$ cat src/ssp_map.vh
/*
 * register offsets, field positions, reset values and timing counts
 * of the synchronous serial port. assumes nothing of its surroundings.
 */
`ifndef SSP_MAP_VH
`define SSP_MAP_VH

`define SSP_ADDR_CTRL 4'h0
`define SSP_ADDR_FIFO 4'h1
`define SSP_ADDR_IRQ 4'h2
`define SSP_ADDR_DIV 4'h3

`define SSP_CTRL_RESET 8'h80
`define SSP_BIT_ROLE 3
`define SSP_BIT_START 4
`define SSP_BIT_ICK 5
`define SSP_BIT_BUSY 6
`define SSP_BIT_ONE 7

`define SSP_IRQ_REQ 0
`define SSP_IRQ_EN 1
`define SSP_IRQ_PLO 2
`define SSP_IRQ_PHI 3

`define SSP_VECTOR 16'h003c
`define SSP_FIFO_DEPTH 32
`define SSP_INTERVAL_HALVES 4'h4

`endif

$ cat src/ssp_clkdiv.v
/*
 * clock enable divider for master shift clock.
 * assumes a single system clock; sel chooses the half-period length.
 */
`timescale 1ns/1ps
`default_nettype none
module ssp_clkdiv (
	input wire i_clk_sys,
	input wire i_sys_rst,
	input wire i_run,
	input wire [2:0] i_sel,
	output reg o_tick
);
	reg [7:0] cnt_r;
	wire [7:0] limit;

	// half period of 2^sel system clocks
	assign limit = (8'h01 << i_sel) - 8'h01;

	always @(posedge i_clk_sys or posedge i_sys_rst) begin
		if (i_sys_rst) begin
			cnt_r <= 8'h00;
			o_tick <= 1'b0;
		end else if (!i_run) begin
			cnt_r <= 8'h00;
			o_tick <= 1'b0;
		end else if (cnt_r >= limit) begin
			cnt_r <= 8'h00;
			o_tick <= 1'b1;
		end else begin
			cnt_r <= cnt_r + 8'h01;
			o_tick <= 1'b0;
		end
	end
endmodule
`default_nettype wire

$ cat src/ssp_port.v
/*
 * synchronous serial port with 32-byte transmit and receive fifos,
 * master or slave role. assumes a plain register port on the system
 * clock; the serial clock pin is sampled, never used as a clock.
 */
`timescale 1ns/1ps
`default_nettype none
`include "ssp_map.vh"

module ssp_port #(
	parameter DEPTH = `SSP_FIFO_DEPTH
) (
	input wire i_clk_sys,
	input wire i_sys_rst,
	input wire [3:0] i_addr,
	input wire [7:0] i_wdata,
	input wire i_wr,
	input wire i_rd,
	output reg [7:0] o_rdata,
	input wire i_sck,
	output reg o_sck,
	output wire o_sck_oe,
	output reg o_sdo,
	output wire o_sdo_oe,
	input wire i_sdi,
	output wire o_irq,
	output wire [1:0] o_irq_prio,
	output wire [15:0] o_irq_vector
);
	localparam ST_IDLE = 2'h0;
	localparam ST_LOAD = 2'h1;
	localparam ST_SHIFT = 2'h2;
	localparam ST_DONE = 2'h3;

	reg [7:0] tx_mem [0:DEPTH-1];
	reg [7:0] rx_mem [0:DEPTH-1];
	reg [5:0] tx_wp_r, tx_rp_r, rx_wp_r, rx_rp_r;
	reg [6:0] ctrl_r;
	reg [3:0] irq_r;
	reg [1:0] st_r;
	reg [7:0] sh_tx_r, sh_rx_r;
	reg [2:0] bit_r;
	reg [5:0] left_r;
	reg [3:0] gap_r;
	reg [2:0] sck_sync_r, sdi_sync_r;
	reg sck_stable_r, sdi_stable_r;
	reg done_pend_r;
	reg [7:0] ctrl_rd;

	wire slave = ctrl_r[`SSP_BIT_ROLE];
	wire start = ctrl_r[`SSP_BIT_START];
	wire busy = (st_r != ST_IDLE);
	wire tick;
	wire m_rise, m_fall, s_rise, s_fall, rise, fall;
	// accepted pin level, usable in the cycle stages 2 and 3 agree
	wire sck_now = (sck_sync_r[1] == sck_sync_r[2]) ? sck_sync_r[2] : sck_stable_r;
	wire sdi_now = (sdi_sync_r[1] == sdi_sync_r[2]) ? sdi_sync_r[2] : sdi_stable_r;

	function sel;
		input [3:0] a;
		input [3:0] b;
		sel = (a == b);
	endfunction

	// master-only settings; slave ignores them
	ssp_clkdiv u_div (
		.i_clk_sys(i_clk_sys),
		.i_sys_rst(i_sys_rst),
		.i_run(st_r == ST_SHIFT && !slave && gap_r == 4'h0),
		.i_sel(ctrl_r[2:0]),
		.o_tick(tick)
	);

	// three-stage pin sampling, change accepted when stages 2 and 3 agree
	always @(posedge i_clk_sys or posedge i_sys_rst) begin
		if (i_sys_rst) begin
			sck_sync_r <= 3'h7;
			sdi_sync_r <= 3'h0;
			sck_stable_r <= 1'b1;
			sdi_stable_r <= 1'b0;
		end else begin
			sck_sync_r <= {sck_sync_r[1:0], i_sck};
			sdi_sync_r <= {sdi_sync_r[1:0], i_sdi};
			sck_stable_r <= sck_now;
			sdi_stable_r <= sdi_now;
		end
	end

	// edge seen one cycle early so slave data meets the partner's rising edge
	assign s_rise = slave && sck_now && !sck_stable_r;
	assign s_fall = slave && !sck_now && sck_stable_r;
	assign m_rise = !slave && tick && !o_sck;
	assign m_fall = !slave && tick && o_sck;
	assign rise = s_rise || m_rise;
	assign fall = s_fall || m_fall;

	always @* begin
		ctrl_rd = {1'b1, busy, ctrl_r[5:0]};
	end

	// register port
	always @(posedge i_clk_sys or posedge i_sys_rst) begin
		if (i_sys_rst) begin
			o_rdata <= 8'h00;
			rx_rp_r <= 6'h00;
		end else begin
			o_rdata <= 8'h00;
			if (i_rd) begin
				if (sel(i_addr, `SSP_ADDR_CTRL))
					o_rdata <= ctrl_rd;
				else if (sel(i_addr, `SSP_ADDR_FIFO)) begin
					o_rdata <= rx_mem[rx_rp_r[4:0]];
					if (rx_rp_r != rx_wp_r)
						rx_rp_r <= rx_rp_r + 6'h01;
				end else if (sel(i_addr, `SSP_ADDR_IRQ))
					o_rdata <= {4'h0, irq_r};
			end
			if (st_r == ST_LOAD)
				rx_rp_r <= 6'h00;
		end
	end

	always @(posedge i_clk_sys) begin
		if (i_wr && sel(i_addr, `SSP_ADDR_FIFO) && !busy && tx_wp_r < DEPTH)
			tx_mem[tx_wp_r[4:0]] <= i_wdata;
		if (rise && bit_r == 3'h7 && st_r == ST_SHIFT)
			rx_mem[rx_wp_r[4:0]] <= {sdi_now, sh_rx_r[7:1]};
	end

	// transfer engine
	always @(posedge i_clk_sys or posedge i_sys_rst) begin
		if (i_sys_rst) begin
			ctrl_r <= 7'h00;
			irq_r <= 4'h0;
			st_r <= ST_IDLE;
			tx_wp_r <= 6'h00;
			tx_rp_r <= 6'h00;
			rx_wp_r <= 6'h00;
			sh_tx_r <= 8'h00;
			sh_rx_r <= 8'h00;
			bit_r <= 3'h0;
			left_r <= 6'h00;
			gap_r <= 4'h0;
			o_sck <= 1'b1;
			o_sdo <= 1'b1;
			done_pend_r <= 1'b0;
		end else begin
			if (i_wr && sel(i_addr, `SSP_ADDR_CTRL))
				ctrl_r <= i_wdata[6:0] & 7'h3f;
			if (i_wr && sel(i_addr, `SSP_ADDR_IRQ))
				irq_r <= i_wdata[3:0];
			if (i_wr && sel(i_addr, `SSP_ADDR_FIFO) && !busy && tx_wp_r < DEPTH)
				tx_wp_r <= tx_wp_r + 6'h01;
			if (done_pend_r) begin
				irq_r[`SSP_IRQ_REQ] <= 1'b1; // set wins over clear
				done_pend_r <= 1'b0;
			end
			case (st_r)
			ST_IDLE: begin
				o_sck <= 1'b1;
				if (start && tx_wp_r != 6'h00)
					st_r <= ST_LOAD;
			end
			ST_LOAD: begin
				sh_tx_r <= tx_mem[0];
				o_sdo <= tx_mem[0][0];
				tx_rp_r <= 6'h01;
				rx_wp_r <= 6'h00;
				left_r <= tx_wp_r;
				bit_r <= 3'h0;
				gap_r <= 4'h0;
				st_r <= ST_SHIFT;
			end
			ST_SHIFT: begin
				if (gap_r != 4'h0)
					gap_r <= gap_r - 4'h1;
				if (m_rise || m_fall)
					o_sck <= ~o_sck;
				if (fall && bit_r != 3'h0)
					o_sdo <= sh_tx_r[bit_r];
				if (fall && bit_r == 3'h0 && left_r != tx_wp_r)
					o_sdo <= sh_tx_r[0];
				if (rise) begin
					sh_rx_r <= {sdi_now, sh_rx_r[7:1]};
					bit_r <= bit_r + 3'h1;
					if (bit_r == 3'h7) begin
						rx_wp_r <= rx_wp_r + 6'h01;
						left_r <= left_r - 6'h01;
						sh_tx_r <= tx_mem[tx_rp_r[4:0]];
						tx_rp_r <= tx_rp_r + 6'h01;
						if (!slave && ctrl_r[`SSP_BIT_ICK])
							gap_r <= `SSP_INTERVAL_HALVES;
						if (left_r == 6'h01)
							st_r <= ST_DONE;
					end
				end
			end
			ST_DONE: begin
				if (slave || o_sck) begin
					ctrl_r[`SSP_BIT_START] <= 1'b0;
					tx_wp_r <= 6'h00;
					done_pend_r <= 1'b1;
					st_r <= ST_IDLE;
				end else if (m_rise)
					o_sck <= 1'b1;
			end
			default: st_r <= ST_IDLE;
			endcase
			// abort when start cleared mid-transfer
			if (busy && st_r != ST_DONE && !start) begin
				st_r <= ST_IDLE;
				tx_wp_r <= 6'h00;
				o_sck <= 1'b1;
				o_sdo <= 1'b1;
			end
		end
	end

	assign o_sck_oe = !slave;
	assign o_sdo_oe = 1'b1;
	assign o_irq = irq_r[`SSP_IRQ_REQ] & irq_r[`SSP_IRQ_EN];
	assign o_irq_prio = {irq_r[`SSP_IRQ_PHI], irq_r[`SSP_IRQ_PLO]};
	assign o_irq_vector = `SSP_VECTOR;
endmodule
`default_nettype wire

$ cat config.mk
export PLATFORM = sky130hd
export DESIGN_NAME = ssp_port
export DESIGN_NICKNAME = d
export VERILOG_FILES = /design/src/ssp_clkdiv.v /design/src/ssp_port.v
export VERILOG_INCLUDE_DIRS = /design/src /design/src/src
export SDC_FILE = /design/constraint.sdc
export NUM_CORES = 1
export LEC_CHECK = 0
export ABC_AREA = 1
export BUFFER_PORTS_ARGS = -buffer_cell sky130_fd_sc_hd__buf_2
export CAP_MARGIN = 20
export CORE_MARGIN = 2
export CORE_UTILIZATION = 45
export DETAILED_ROUTE_END_ITERATION = 12
export GPL_TIMING_DRIVEN = 0
export SYNTH_ARGS = -nofsm -noshare
export SYNTH_HDL_FRONTEND = slang
export SYNTH_SLANG_ARGS = --single-unit
export TNS_END_PERCENT = 50
$ cat constraint.sdc
create_clock -name i_clk_sys -period 3.1 [get_ports i_clk_sys]
set_input_delay 0.465 -clock i_clk_sys [delete_from_list [all_inputs] [get_ports i_clk_sys]]
set_output_delay 0.465 -clock i_clk_sys [all_outputs]
set_load 0.05 [all_outputs]
# Word level (Yosys, flattened, before mapping)
# Memory sizes are Yosys's and may differ from the RTL's.
# Cells that the tools add are included.
[totals]
register_bits = 93
mem_bits_rw = 512
input_bits = 18
output_inout_bits = 31
n_memories = 2
[memory_table]
columns = ["name", "words", "width", "rd", "rd_ports_with_merged_regs", "write_ports", "line", "rtl"]
rows = [
  ["rx_mem", 32, 8, 1, 0, 1, "ssp_port.v:36", "reg [7:0] rx_mem [0:DEPTH-1];"],
  ["tx_mem", 32, 8, 2, 0, 1, "ssp_port.v:35", "reg [7:0] tx_mem [0:DEPTH-1];"],
]
[op_classes]
addsub = 9
order_cmp = 3
eq_ne = 24
n_shift = 1
muxes = 67
n_bitwise = 2
n_reduce_logical = 55
[ops]
columns = ["operator", "n"]
rows = [
  ["$mux W6", 15],
  ["$mux W8", 7],
  ["$pmux W6 S2", 3],
  ["$add A6 B1 Y6 const B", 4],
  ["$logic_and A1 B1 Y1", 23],
  ["$mux W1", 22],
  ["$mux W4", 5],
  ["$pmux W8 S2", 1],
  ["$mux W2", 6],
  ["$ne A3 B3 Y1 const B", 4],
  ["$ne A6 B6 Y1", 2],
  ["$reduce_bool A2 Y1", 6],
  ["$ne A3 B1 Y1 const B", 3],
  ["$add A8 B1 Y8 const B", 1],
  ["$ge A8 B8 Y1", 1],
  ["$logic_not A4 Y1", 2],
  ["$pmux W2 S4", 1],
  ["$pmux W4 S2", 1],
  ["$reduce_and A4 Y1", 2],
  ["$reduce_bool A4 Y1", 2],
  ["$shl A1 B3 Y8 const A", 1],
  ["$sub A8 B1 Y8 const B", 1],
  ["$eq A6 B1 Y1 const B", 1],
  ["$logic_not A1 Y1", 6],
  ["31 further kinds", 41],
]

# Longest topological paths before layout
[depth]
ltp_word = 11
depth_mapped = 12
depth_no_buf = 11

# Hierarchy
# From an unflattened synthesis, not the netlist that was laid out.
[hier_totals]
hier_cells = 2360
hier_area_um2 = 25774.7
[by_module_without_submodules]
columns = ["mod", "instances", "cells_per_inst", "area_per_inst_um2", "seq_area_each_um2"]
rows = [
  ["ssp_port", 1, 2281, 25134.1, 17434.2],
  ["ssp_clkdiv", 1, 79, 640.6, 225.2],
]

# Worst setup path before layout
# No wires, ideal clock.
[synth_timing]
path_kind = "input to register"
start = "input port i_addr[3]"
end = "memory tx_mem[23][0], enable pin"
setup_ns = 0.383
t_arrival_ns = 1.836
required_ns = 2.717
setup_slack_ns = 0.881
path_stages = 6
cell_sequence = "or2_4 > nor2_4 > nand2_2 > nor2_2 > nand2_1 > nor3_1"
[synth_between]
elab_chain_cells = 6
[synth_rtl]
columns = ["item", "line", "rtl"]
rows = [
  ["start: declaration", "ssp_port.v:15", "input wire [3:0] i_addr,"],
  ["$eq A4 B1 Y1", "ssp_port.v:62", "sel = (a == b);"],
  ["$logic_and A1 B1 Y1 (3 in a row)", "ssp_port.v:124", "if (i_wr && sel(i_addr, `SSP_ADDR_FIFO) && !busy && tx_wp_r < DEPTH)"],
  ["$mux W1", "ssp_port.v:124", ""],
  ["$mux W1 (implied by the code)", "ssp_port.v:125", "tx_mem[tx_wp_r[4:0]] <= i_wdata;"],
  ["end: declaration", "ssp_port.v:35", ""],
]
# Every way passes these cells.

# Worst setup path in the final report
[layout_timing]
start = "register st_r[0]"
end = "memory rx_mem[20][3], enable pin"
[layout_between]
elab_chain_cells = 4
[layout_rtl]
columns = ["item", "line", "rtl"]
rows = [
  ["start: declaration", "ssp_port.v:40", "reg [1:0] st_r;"],
  ["start signal: assignment", "ssp_port.v:135", "st_r <= ST_IDLE;"],
  ["start signal: assignment", "ssp_port.v:162", "st_r <= ST_LOAD;"],
  ["start signal: assignment", "ssp_port.v:172", "st_r <= ST_SHIFT;"],
  ["$eq A2 B2 Y1", "ssp_port.v:126", "if (rise && bit_r == 3'h7 && st_r == ST_SHIFT)"],
  ["$logic_and A1 B1 Y1", "ssp_port.v:126", ""],
  ["$mux W1", "ssp_port.v:126", ""],
  ["$mux W1 (implied by the code)", "ssp_port.v:127", "rx_mem[rx_wp_r[4:0]] <= {sdi_now, sh_rx_r[7:1]};"],
  ["end: declaration", "ssp_port.v:36", ""],
]
# Every way passes these cells.

==> key figures <==
GRT
  – Grt met1 use: about 34%
  – Total GRT Usage: between 20% and 30%
  – GRT busiest layer: met2
  – Global route total overflow: 0
  – First-pass GRT wire length: ~110 mm
  – Grt met2 use: between 30% and 40%
  – Initial antenna violation count: 0
  – Largest net degree at the start of global routing: 57
  – Met3 GRT Util: about 4.6%
  – Vias in the first global route: about 18000

Cells and area
  – Layout area overhead: 14.0%
  – Final net count: 2682
  – Fraction of layout instances using a drive strength above 1: 10.2%
  – Number of diodes: 0
  – Fillers: roughly 5000

Placed design
  – Detail Placement HPWL: between 40 and 50 mm
  – Pre-CTS setup slack: 0.0166 ns
  – Gpl congestion: around 0.95
  – Port Buf Inserts: 31

Clock tree
  – CTS tree: built
  – CTS buffer count: 67
  – Worst-path clk slew: 0.06 ns
  – Post-CTS Setup Inserts: 0
  – Clk_lat worst skew: slightly above 0.6 ns
  – Clock root buffer: clkbuf_16
  – Clock buffer depth: 3
  – Clock sinks: around 600
  – H-Tree Depth: 3

Die
  – Starting Density: a little under half
  – Core area: about 58000 sq um
  – # rows: a little under 90
  – Die Ht: 246 microns
  – Die area: 60400 sq um
  – Die extent in x: approximately 250 microns
  – Num ports: 49

Worst setup path
  – Crit path max fanout: 9
  – Critical path class: flip-flop to flip-flop
  – CP cell instances: inv_1, ha_1, clkinv_1, nor2_1, nand2_1, nor2_1
  – Cell mode on critical path: nor2_1
  – Worst path required time: 3.32 ns
  – CP endpoint kind: flip-flop
  – Crit path DAT: 3.20 ns
  – Highest-delay cell along the critical path: nor2_1
  – CP peak stage delay: slightly above 0.8 ns
  – CP Launch Type: flip-flop

Route
  – Routed via count: 18500
  – Via density: ~5.4
  – First-pass DRT Iterations: 6
  – Post-Route WL: 71.1 mm
  – Detailed Route Iter0 Violations: approximately 1900
  – Average wire per standard cell: 20.6 microns
  – DRC violations left: 0
  – Routed Antenna Nets: 0

Synthesis
  – Largest cells by area after synthesis: edfxtp_1, nand2_1, dfrtp_1
  – Yosys top cell area share: 58.5%
  – Area leader, netlist: edfxtp_1
  – Mapped cell area: 26300 sq um
  – Cells after Synth: roughly 2500
  – Top-count cell post-synth: nand2_1
  – Sequential fraction of the synthesis area: between 60 and 70%
  – Ys flop type: edfxtp_1
  – Post-synth EDFFs: about 510
  – YS warnings: 0
  – Synth cell count leaders: nand2_1, edfxtp_1, nor2_1, nand3_1, inv_1
  – Post-synth ARST share: 15.1%
  – Mean Syn Cell Area: approximately 10 sq um
  – Number of synthesized register bits: about 600
  – Yosys cell types: 46

STA
  – Skew final: between 0.02 and 0.03 ns
  – Slew @ Worst Pin: just under 1 ns
  – Fin. Hold Viols: 0
  – Fin worst setup slack: 0.127 ns
  – RSZ-0062 raised after global routing: true
  – Final worst path period need: about 3.0 ns
  – Slew Viols, Final: 0
  – Headroom to the max-slew limit: 34.1%
  – Hold Slack: 0.184 ns
  – Peak Freq: about 340 MHz
  – Final setup vio count: 0
  – Final period utilization: 95.9%

Pwr
  – Int Pwr: ~15000 uW
  – Total chip power: around 21000 uW
  – Combinational share of power: 15.6%
  – NetSw: about 5700 uW
  – Register share of total power: 45.6%
  – Switching share of power: around 28%
  – Leak: 0.0118 uW
  – Power density over the cells: 685 nW/um^2
  – Clock share of power: between 30% and 40%
  – Peak VDD IR: about 470 uV

Run status
  – Status: finished, final reports clean

Worst hold path
  – Hold Crit Class: input port to flip-flop

Flow run
  – Max cap viols: 0
==> critical path, delay by kind of cell, from the launching register on <==
| family | cells | cell delay [ns] |
|---|---|---|
| buf+inv | 2 | 0.43 |
| simple gates | 3 | 1.57 |
| fa+ha+maj | 1 | 0.18 |
| flops | 1 | 0.40 |
==> cells by family after synthesis <==
logic type                 share of synthesized area (%)
buffers and inverters                               5.65
xor gates and xnor gates                           0.466
and+or+nand+nor                                     19.3
adders and majority gates                           1.42
other                                             0.0286
muxes                                             0.0857
DFF                                                 67.2
AOI/OAI and AO/OA                                   5.89
==> area by class of cell <==
class	instances	area, sq um	area share [%]
clock inverter	33	353	1.18
timing repair buffer	44	432	1.44
sequential	603	17700	58.9
buffer	133	691	2.30
clock buffer	89	1840	6.15
multi-input combinational	1574	7240	24.2
tap	765	957	3.19
inverter	212	798	2.66
==> repair_timing <==
action                                  4_1_cts  5_1_grt
hold buffers                                  3        0
endpoints found under the setup margin        0      168
endpoints found under the hold margin        34        0
resized for setup                             0       14
==> state kept, by name, summed over array words and instances, names as in the netlist, 5 cells and up <==
name and count:
u_div.cnt_r 8, rx_rp_r 6, rx_mem 256, tx_wp_r 6, tx_mem 256, left_r 6
rx_wp_r 6, sh_rx_r 7, tx_rp_r 5, sh_tx_r 8, ctrl_r 6, o_rdata 8
==> cells in the final DEF, fill, tap and decap left out, types with 6 or more instances in the layout <==
master       n
a21oi_1     67
a22oi_1      7
buf_16       8
buf_2       91
buf_4       27
bufinv_16    6
clkbuf_1    58
clkbuf_16   70
clkinv_1    15
clkinv_2    11
conb_1      18
dfrtp_1     85
dfstp_2      6
edfxtp_1   512
ha_1        29
inv_1      203
nand2_1    592
nand3_1    260
nand4_1      8
nor2_1     319
nor2_2      19
nor3_1      11
o211ai_1    32
o21ai_0    161
or2_2        7
xor2_1      14
==> power by group through the flow <==
stage                     Sequential, uW  Clock, uW  Combinational, uW
after floorplan                     9540          0               1960
after global placement              9650          0               2850
after detailed placement            9620          0               3000
after CTS                           9460       8050               3020
after global routing                9390       8370               3520
final                               9370       7970               3190
==> layer usage <==
metal	part of all wire, %	wire [microns]	vias to the layer above
li1	-	-	8688
met4	2.4	1700	0
met5	0	0	-
met3	8.6	6120	119
met1	44	31000	8901
met2	45	32300	800
==> worst paths after layout <==
check	startpoint	to	slack, ns	cells after the start
worst max-delay path	st_r[0]	rx_mem[20][3]	0.13	6
worst min-delay path	i_rd	o_rdata[1]	0.18	3
worst max register to register	st_r[0]	rx_mem[20][3]	0.13	6
worst min register to register	sdi_sync_r[0]	sdi_sync_r[1]	0.35	0
max in group asynchronous	i_sys_rst	sdi_stable_r	1.96	4
min in group asynchronous	i_sys_rst	gap_r[1]	0.43	3
==> per-stage QoR <==
step	util (%)	instances	TNS (ns)	area [sq um]
after global placement	47.6	3318	-91.97	27500
after CTS	51.8	3451	0	29900
after global routing	51.9	3453	-6.07	30000
after floorplan	-	2522	0	26300
final	51.9	3453	0	30000
after detailed placement	47.9	3326	0	27700
Note: power is estimated with default switching activity, not from simulation.
